### src/rps_cfg.svh
`ifndef RPS_CFG_SVH
`define RPS_CFG_SVH
// Register byte addresses
`define RPS_ADDR_PORTSC      8'h00
`define RPS_ADDR_IRQ_STATUS  8'h04
`define RPS_ADDR_IRQ_MASK    8'h08
`define RPS_ADDR_STAT_REQ    8'h0C
// Port status field positions
`define RPS_BIT_CONNECT      0
`define RPS_BIT_CONN_CHG     1
`define RPS_BIT_ENABLE       2
`define RPS_BIT_EN_CHG       3
`define RPS_BIT_LINE_DP      4
`define RPS_BIT_LINE_DM      5
`define RPS_BIT_RSVD_ONE     7
`define RPS_BIT_SUSPEND      12
// Interrupt status bits
`define RPS_IRQ_CONN_CHG     0
`define RPS_IRQ_EN_CHG       1
// Reset values
`define RPS_PORTSC_RESET     16'h0080
`define RPS_IRQ_RESET        2'h0
`endif

### src/rps_pkg.sv
package rps_pkg;
    // Port state decoded from enable and suspend
    typedef enum logic [1:0]
    {
        RPS_DISABLED  = 2'h0,
        RPS_ENABLED   = 2'h1,
        RPS_SUSPENDED = 2'h3
    } rps_port_state_t;

    // Link-side inputs after synchronisation
    typedef struct packed
    {
        logic connect;
        logic line_dp;
        logic line_dm;
    } rps_link_t;

    // Whole module state
    typedef struct packed
    {
        logic [2:0] conn_sync;
        logic [2:0] dp_sync;
        logic [2:0] dm_sync;
        logic       connect;
        logic       line_dp;
        logic       line_dm;
        logic       enable;
        logic       en_req;
        logic       en_pend;
        logic       en_chg;
        logic       conn_chg;
        logic       reported;
        logic [1:0] irq_stat;
        logic [1:0] irq_mask;
        logic       ph_valid;
        logic       ph_write;
        logic [7:0] ph_addr;
        logic [31:0] rdata;
        logic       rpt_pulse;
    } rps_state_t;
endpackage

### src/rps_top.sv
`include "rps_cfg.svh"
// How it works
// - Bits 4 and 5 show the D+ and D- levels, captured at each end-of-frame (EOF2) strobe where the last two synchroniser stages agree.
// - Bit 3 sets only when the port drops to disabled through disconnect or an end-of-frame fault; writing one clears it.
// - Bit 2 is set only by a software write of one; hardware clears it on disconnect or fault, software may clear it.
// - Bit 2 readback follows the real port state, so a software change waits until no transaction is in progress.
// - Bit 1 sets on every connect change, staying set if already set; writing one clears it.
// - Bit 0 shows whether a device is attached right now.
// - A pending connect change is handed to the status-change endpoint once, on the first request after it.
// - Enable clear means disabled, enable with suspend clear means enabled, both set means suspended.
module rps_top
    import rps_pkg::*;
(
    // Clock and reset
    input  wire logic        CLOCK_IN,
    input  wire logic        RST_IN,
    // AHB-Lite slave
    input  wire logic        HSEL_IN,
    input  wire logic [31:0] HADDR_IN,
    input  wire logic [1:0]  HTRANS_IN,
    input  wire logic        HWRITE_IN,
    input  wire logic [2:0]  HSIZE_IN,
    input  wire logic [31:0] HWDATA_IN,
    input  wire logic        HREADY_IN,
    output logic [31:0]      HRDATA_OUT,
    output logic             HREADYOUT_OUT,
    output logic             HRESP_OUT,
    // Port pins and link timing
    input  wire logic        CONNECT_IN,
    input  wire logic        LINE_DP_IN,
    input  wire logic        LINE_DM_IN,
    input  wire logic        EOF2_IN,
    input  wire logic        FAULT_IN,
    input  wire logic        BUSY_IN,
    // Neighbouring suspend bit
    input  wire logic        SUSPEND_IN,
    // Status-change endpoint
    input  wire logic        STAT_REQ_IN,
    output logic             STAT_CHG_OUT,
    output logic             STAT_VALID_OUT,
    // Port state and interrupt
    output logic             PORT_ENABLE_OUT,
    output rps_port_state_t  PORT_STATE_OUT,
    output logic             IRQ_OUT
);

    rps_state_t s_q;
    rps_state_t s_d;

    logic        wr_en;
    logic [15:0] wr_lo;
    logic [15:0] portsc_rd;
    logic        conn_now;
    logic        conn_edge;
    logic        disc;
    logic        eof_fault;
    logic [1:0]  irq_set;

    // Synchronised pin values: stable once stages two and three agree
    assign conn_now  = (s_q.conn_sync[2] == s_q.conn_sync[1]) ? s_q.conn_sync[1] : s_q.connect;
    assign conn_edge = conn_now != s_q.connect;
    assign disc      = conn_edge && !conn_now;
    assign eof_fault = EOF2_IN && FAULT_IN;

    // Write data phase decode
    assign wr_en = s_q.ph_valid && s_q.ph_write;
    assign wr_lo = HWDATA_IN[15:0];

    // Register readback; bit 7 is reserved and reads one
    always_comb
    begin
        portsc_rd = 16'h0000;
        portsc_rd[`RPS_BIT_CONNECT]  = s_q.connect;
        portsc_rd[`RPS_BIT_CONN_CHG] = s_q.conn_chg;
        portsc_rd[`RPS_BIT_ENABLE]   = s_q.enable;
        portsc_rd[`RPS_BIT_EN_CHG]   = s_q.en_chg;
        portsc_rd[`RPS_BIT_LINE_DP]  = s_q.line_dp;
        portsc_rd[`RPS_BIT_LINE_DM]  = s_q.line_dm;
        portsc_rd[`RPS_BIT_RSVD_ONE] = 1'b1;
        portsc_rd[`RPS_BIT_SUSPEND]  = SUSPEND_IN;
    end

    // Next-state logic
    always_comb
    begin
        s_d = s_q;
        irq_set    = 2'h0;
        s_d.rpt_pulse = 1'b0;

        // Three-stage synchronisers
        s_d.conn_sync = {s_q.conn_sync[1:0], CONNECT_IN};
        s_d.dp_sync   = {s_q.dp_sync[1:0], LINE_DP_IN};
        s_d.dm_sync   = {s_q.dm_sync[1:0], LINE_DM_IN};
        s_d.connect   = conn_now;

        // Line levels latched only at the end-of-frame strobe
        if (EOF2_IN)
        begin
            if (s_q.dp_sync[2] == s_q.dp_sync[1])
                s_d.line_dp = s_q.dp_sync[1];
            if (s_q.dm_sync[2] == s_q.dm_sync[1])
                s_d.line_dm = s_q.dm_sync[1];
        end

        // Software clears change flags first so a same-cycle set wins
        if (wr_en && s_q.ph_addr == `RPS_ADDR_PORTSC)
        begin
            if (wr_lo[`RPS_BIT_CONN_CHG])
                s_d.conn_chg = 1'b0;
            if (wr_lo[`RPS_BIT_EN_CHG])
                s_d.en_chg = 1'b0;
            // A write request is held until the bus is idle
            s_d.en_req  = wr_lo[`RPS_BIT_ENABLE];
            s_d.en_pend = 1'b1;
        end

        // Connect change sets the flag, even if already set
        if (conn_edge)
        begin
            s_d.conn_chg = 1'b1;
            s_d.reported = 1'b0;
            irq_set[`RPS_IRQ_CONN_CHG] = 1'b1;
        end

        // Hardware disable on disconnect or end-of-frame fault
        if (s_q.enable && (disc || eof_fault))
        begin
            s_d.enable = 1'b0;
            s_d.en_chg = 1'b1;
            s_d.en_pend = 1'b0;
            irq_set[`RPS_IRQ_EN_CHG] = 1'b1;
        end
        else if (s_q.en_pend && !BUSY_IN)
        begin
            // Readback moves only when the port really switches
            s_d.enable  = s_q.en_req && conn_now;
            s_d.en_pend = 1'b0;
        end

        // Status-change endpoint: one report per connect change
        if (STAT_REQ_IN && s_q.conn_chg && !s_q.reported && !conn_edge)
        begin
            s_d.rpt_pulse = 1'b1;
            s_d.reported  = 1'b1;
        end

        // Interrupt status: clear by writing one, set wins
        if (wr_en && s_q.ph_addr == `RPS_ADDR_IRQ_STATUS)
            s_d.irq_stat = s_q.irq_stat & ~HWDATA_IN[1:0];
        s_d.irq_stat = s_d.irq_stat | irq_set;
        if (wr_en && s_q.ph_addr == `RPS_ADDR_IRQ_MASK)
            s_d.irq_mask = HWDATA_IN[1:0];

        // Address phase capture
        s_d.ph_valid = HSEL_IN && HREADY_IN && HTRANS_IN[1];
        if (HREADY_IN)
        begin
            s_d.ph_write = HWRITE_IN;
            s_d.ph_addr  = HADDR_IN[7:0];
        end
        if (HSEL_IN && HREADY_IN && HTRANS_IN[1] && !HWRITE_IN)
        begin
            // Unmapped addresses read zero
            case (HADDR_IN[7:0])
                `RPS_ADDR_PORTSC:     s_d.rdata = {16'h0000, portsc_rd};
                `RPS_ADDR_IRQ_STATUS: s_d.rdata = {30'h00000000, s_q.irq_stat};
                `RPS_ADDR_IRQ_MASK:   s_d.rdata = {30'h00000000, s_q.irq_mask};
                `RPS_ADDR_STAT_REQ:   s_d.rdata = {31'h00000000, s_q.reported};
                default:              s_d.rdata = 32'h00000000;
            endcase
        end
    end

    // State register
    always_ff @(posedge CLOCK_IN)
    begin
        if (RST_IN)
        begin
            s_q <= '0;
        end
        else
        begin
            s_q <= s_d;
        end
    end

    // Outputs; the slave never stalls, so hsize is not checked
    assign HRDATA_OUT      = s_q.rdata;
    assign HREADYOUT_OUT   = 1'b1;
    assign HRESP_OUT       = 1'b0;
    assign STAT_CHG_OUT    = s_q.conn_chg && !s_q.reported;
    assign STAT_VALID_OUT  = s_q.rpt_pulse;
    assign PORT_ENABLE_OUT = s_q.enable;
    assign IRQ_OUT         = |(s_q.irq_stat & s_q.irq_mask);

    // Port state decode
    always_comb
    begin
        if (!s_q.enable)
            PORT_STATE_OUT = RPS_DISABLED;
        else if (SUSPEND_IN)
            PORT_STATE_OUT = RPS_SUSPENDED;
        else
            PORT_STATE_OUT = RPS_ENABLED;
    end

endmodule

### config.mk
export PLATFORM = sky130hd
export DESIGN_NAME = rps_top
export DESIGN_NICKNAME = d
export VERILOG_FILES = /design/src/rps_pkg.sv /design/src/rps_top.sv
export VERILOG_INCLUDE_DIRS = /design/src /design/src/src
export SDC_FILE = /design/constraint.sdc
export NUM_CORES = 1
export LEC_CHECK = 0
export ABC_AREA = 1
export BUFFER_PORTS_ARGS = -buffer_cell sky130_fd_sc_hd__buf_2
export CORE_ASPECT_RATIO = 1.5
export CORE_MARGIN = 8
export CORE_UTILIZATION = 46
export DETAILED_ROUTE_END_ITERATION = 7
export PLACE_DENSITY_LB_ADDON = 0.12
export SYNTH_ARGS = -nofsm -noshare
export SYNTH_HDL_FRONTEND = slang
export SYNTH_SLANG_ARGS = --single-unit
### constraint.sdc
create_clock -name CLOCK_IN -period 2 [get_ports CLOCK_IN]
set_clock_uncertainty 0.05 [all_clocks]
set_input_delay 0 -clock CLOCK_IN [delete_from_list [all_inputs] [get_ports CLOCK_IN]]
set_output_delay 0 -clock CLOCK_IN [all_outputs]
set_load 0.05 [all_outputs]
# Word level (Yosys, flattened, before mapping)
# Cells that the tools add are included.
[word_totals]
ff_bits = 65
output_inout_bits = 40
[classes]
n_mux = 14
reduce_logical = 36
n_eq_ne = 9
bitwise = 4
[op_table]
columns = ["op", "count"]
rows = [
  ["$pmux W13 S4", 1],
  ["$eq A8 B4 Y1 const B", 3],
  ["$eq A8 B3 Y1 const B", 2],
  ["$logic_and A1 B1 Y1", 16],
  ["$logic_not A8 Y1", 2],
  ["$mux W2", 5],
  ["$reduce_bool A2 Y1", 5],
  ["$mux W1", 8],
  ["$reduce_and A2 Y1", 4],
  ["$logic_not A1 Y1", 5],
  ["$and A2 B2 Y2", 2],
  ["$reduce_or A2 Y1", 2],
  ["$eq A1 B1 Y1", 3],
  ["$reduce_or A3 Y1", 1],
  ["$not A2 Y2", 1],
  ["$or A2 B2 Y2", 1],
  ["$logic_or A1 B1 Y1", 1],
  ["$ne A1 B1 Y1", 1],
]

# Logic depth before layout (Yosys ltp)
[depth]
depth_word = 8
ltp_mapped = 9
mapped_depth_nobuf = 9

# Worst setup path before layout
# No wires, ideal clock.
[synth_timing]
path_type = "reg-to-reg"
startpoint = "reg s_q (netlist bit portsc_rd[1])"
endpoint = "reg s_q[47] (netlist bit)"
required_time_ns = 1.880
t_arrival_ns = 1.320
path_buffers = 0
stages_incl_launch_ff = 5
period_less_slack_ns = 1.439
path_slack_ns = 0.561
path_cell_list = "dfxtp_1 > inv_1 > nor2_1 > nand2_1 > a21oi_1"
[synth_via]
elab_chain_cells = 4
elab_cells_between_ends = 5
[synth_lines]
columns = ["element", "line_no", "source"]
rows = [
  ["start, declared", "rps_top.sv:47", "rps_state_t s_q;"],
  ["start signal, assigned", "rps_top.sv:179", "s_q <= '0;"],
  ["start signal, assigned", "rps_top.sv:183", "s_q <= s_d;"],
  ["$logic_and A1 B1 Y1 * (3 in a row)", "rps_top.sv:141", "if (STAT_REQ_IN && s_q.conn_chg && !s_q.reported && !conn_edge)"],
  ["$mux W1 or $reduce_bool A2 Y1 (tied branches)", "n/a", ""],
]
# Every way passes the cells marked *; elsewhere a longest branch is shown, timed or not.
# A chain may end at the register's enable or synchronous reset.

# Worst setup path in the final report
[layout_timing]
startpoint = "reg s_q (netlist bit portsc_rd[0])"
endpoint = "reg s_q (netlist bit PORT_ENABLE_OUT)"
[layout_via]
elab_chain_cells = 6
elab_cells_between_ends = 8
[layout_lines]
columns = ["element", "line_no", "source"]
rows = [
  ["$mux W1", "rps_top.sv:60", "assign conn_now = (s_q.conn_sync[2] == s_q.conn_sync[1]) ? s_q.conn_sync[1] : s_q.connect;"],
  ["$ne A1 B1 Y1 or $logic_not A1 Y1 (tied branches)", "rps_top.sv:61, rps_top.sv:62", ""],
  ["$logic_and A1 B1 Y1", "rps_top.sv:62", "assign disc = conn_edge && !conn_now;"],
  ["$logic_or A1 B1 Y1", "rps_top.sv:126", "if (s_q.enable && (disc || eof_fault))"],
  ["$logic_and A1 B1 Y1", "rps_top.sv:126", ""],
  ["$reduce_or A2 Y1 (no source line)", "n/a", ""],
]
# Parallel ways exist; a longest one is shown, timed or not.

==> key figures <==
STA
  – Period minus WS final: 1521 ps
  – Worst Slack Setup Final: roughly 480 ps
  – RSZ-0062 raised after global routing: no
  – Post-route clock period utilization: 0.7605
  – Slew Viols, Final: 0
  – Fin. Hold Viols: 0
  – Total negative setup slack: 0 ps
  – Final Hold Slack: just under 50 ps
  – # setup viols final: 0
  – Fmax: between 0.6 and 0.7 GHz

Floorplan
  – DIE HEIGHT: around 95 um
  – Row count: 29
  – Boundary pin count: between 100 and 150
  – Die area: roughly 6600 um^2
  – Core footprint: between 4000 and 5000 um^2
  – Die W: 68.98 um
  – Starting Density: 0.4682

Clocking
  – Post_cts resized: 0
  – Max clock buf depth: 2
  – Worst-skew pair later-pin latency: ~290 ps
  – CTS tree: built
  – CTS Buf Count: 5
  – Root buffer cell: clkbuf_8
  – H-Tree Depth: 2
  – Clock sinks: 41
  – CTS clk-pin slew, worst paths: about 80 ps

Logic synthesis
  – Ys async rst share: 0
  – Number of synthesized flops with an enable pin: 0
  – Synth Cell Area: between 1500 and 2000 um^2
  – Cell taking the most area after synthesis: dfxtp_1
  – Synth area leaders: dfxtp_1 42%, buf_4 14%, nand2_1 7.0%
  – Mean Syn Cell Area: between 7 and 8 um^2
  – Sequential area share after synthesis: 0.4238
  – Count of cell types in the netlist: 27
  – Yosys top cell area share: 0.4238
  – Main synth FF type: dfxtp_1
  – Syn Inst Count: 250
  – Synth warnings: 0
  – Register bit total from synthesis: a little over 40
  – Post-synth top cells: 41 x dfxtp_1, 36 x buf_4, 36 x nand2_1, 32 x inv_1, 26 x a21oi_1
  – Count leader, synth: dfxtp_1

Run
  – Max-cap violations: 0

Hold path
  – Hold Path Cell Cnt: 2
  – Worst Hold Launch: HREADY_IN
  – Hold crit path type: input pin to register
  – Worst Hold End: s_q[39]

GRT
  – All-Layer GR Usage: 0.1240
  – Maximum number of pins on one net before global-route repair: 20
  – Aggregate global routing overflow: 0
  – Initial antenna violation count: 0
  – First-pass GRT wire length: approximately 6300 um
  – Vias in the first global route: about 1500

Drt
  – Vias: 1541
  – Number of DRC markers in iteration 0: 25
  – Pre-antenna DRT Iters: 4
  – Routed len/inst: roughly 11 um
  – Final ANT Viol Nets: 0
  – # DRC: 0
  – Drt total wl: 3834 um
  – Avg Vias per Cell: ~4.4

Layout
  – Layout Nets: between 300 and 400
  – Multi-input logic area: between 700 and 800 um^2
  – Area Overhead vs Synth: 21.51%
  – Ant diodes: 0
  – Fillers: between 300 and 400
  – Final instance area: approximately 2400 um^2
  – Register area: ~800 um^2
  – Layout cells sized above 1: 0.2164
  – Util after Layout: 0.5690

Critical path
  – Setup crit end kind: register
  – Worst reg2reg path depth: 7
  – Reg2reg start: portsc_rd[0]
  – CP max FO: 4
  – Setup CP Type: register to register
  – Top Family by Delay on Critical Path: compound AO/OA/AOI/OAI gates
  – CP max stage cell: dfxtp_1
  – Reg-to-reg slack, setup: 480 ps
  – Worst path bufs/invs: 1
  – Most common cell type on the critical path: o21ai_0
  – Peak per-stage delay on the critical path: approximately 350 ps
  – CP Launch Type: register
  – Crit path DAT: around 1700 ps
  – FF-to-FF End: PORT_ENABLE_OUT
  – CP cell instances: o21ai_0 > ha_1 > inv_1 > a21oi_1 > nor2_1 > o21ai_0 > o21ai_0
  – Critical Path RT: about 2100 ps

Power
  – Power Density: ~760 nW/um^2
  – Leakage: around 0.0011 uW
  – VDD IR-drop max: a little under 500 uV

Place
  – Place WS: between 400 and 500 ps
  – Port-buffer cells: 39
  – DP Wirelength: approximately 2900 um
  – Placed Area: approximately 2000 um^2
  – GPL Wtd Cong: 0.7623

Run status
  – Status: finished clean
## per-layer routing
metal	global-route usage	wire length (um)
met1	0.1343	1583
met5	0	0
met2	0.2151	1912
met3	0.02941	261
met4	0.06050	76
## where the power goes
part	switching, uW	leakage [uW]	internal (uW)
Clock	290	0.0000574	406
Combinational	181	0.000701	72.8
Sequential	13.0	0.000334	837
## cell families (layout without fill, tap and decap cells)
kind of cell	count (synthesis)	in the layout	synth area share
simple gates	82	82	0.2080
buf+inv	74	105	0.2164
fa+ha+maj	1	1	0.006459
flops	41	41	0.4238
other cells	2	26	0.003877
compound gates	50	50	0.1415
## layout by cell type (no fill, tap or decap), drive strengths merged
cell type | synthesis | layout
clkinvlp | 0 | 1
clkinv | 1 | 1
buf | 40 | 40
ha | 1 | 1
nor4 | 1 | 1
conb | 2 | 26
nor3 | 2 | 2
a21oi | 29 | 29
nand4 | 2 | 2
a22o | 1 | 1
nor2 | 28 | 28
o21ai | 18 | 18
clkbuf | 1 | 6
nand3b | 1 | 1
bufinv | 0 | 1
dlygate4sd3 | 0 | 24
nand2 | 39 | 39
dfxtp | 41 | 41
inv | 32 | 32
nand3 | 9 | 9
o211ai | 2 | 2
## area by class of cell
| class | instances | area share |
|---|---|---|
| Clock buffer | 6 | 0.03509 |
| Clock inverter | 2 | 0.01595 |
| Inverter | 33 | 0.05316 |
| Multi-Input combinational cell | 159 | 0.3344 |
| Sequential cell | 41 | 0.3488 |
| Tap cell | 46 | 0.02446 |
| Timing Repair Buffer | 64 | 0.1882 |
## sequential cells by signal, summed over array words and instances, names as in the netlist
register / cells
s_d: 6
STAT_VALID_OUT: 1
s_q: 20
HRDATA_OUT: 8
portsc_rd: 5
PORT_ENABLE_OUT: 1
## repair_timing
action / 4_1_cts / 5_1_grt
hold endpoints to repair: 33 / 0
hold buffers: 24 / 0
buffers inserted: 0 / 0
## worst max path at each step
stage                       from              end  slack (ps)  cells after the start
floorplan           portsc_rd[1]          s_q[47]         560                      4
global placement    portsc_rd[0]  PORT_ENABLE_OUT         490                      7
detailed placement  portsc_rd[0]  PORT_ENABLE_OUT         470                      7
CTS                 portsc_rd[0]  PORT_ENABLE_OUT         460                      7
global route        portsc_rd[0]  PORT_ENABLE_OUT         310                      9
finish              portsc_rd[0]  PORT_ENABLE_OUT         480                      7
## through the flow
step	std cells	total power, uW
floorplan	274	1082
global placement	319	1085
global route	351	1880
finish	351	1799
CTS	351	1820
detailed placement	319	1086
Note: power is estimated with default switching activity, not from simulation.
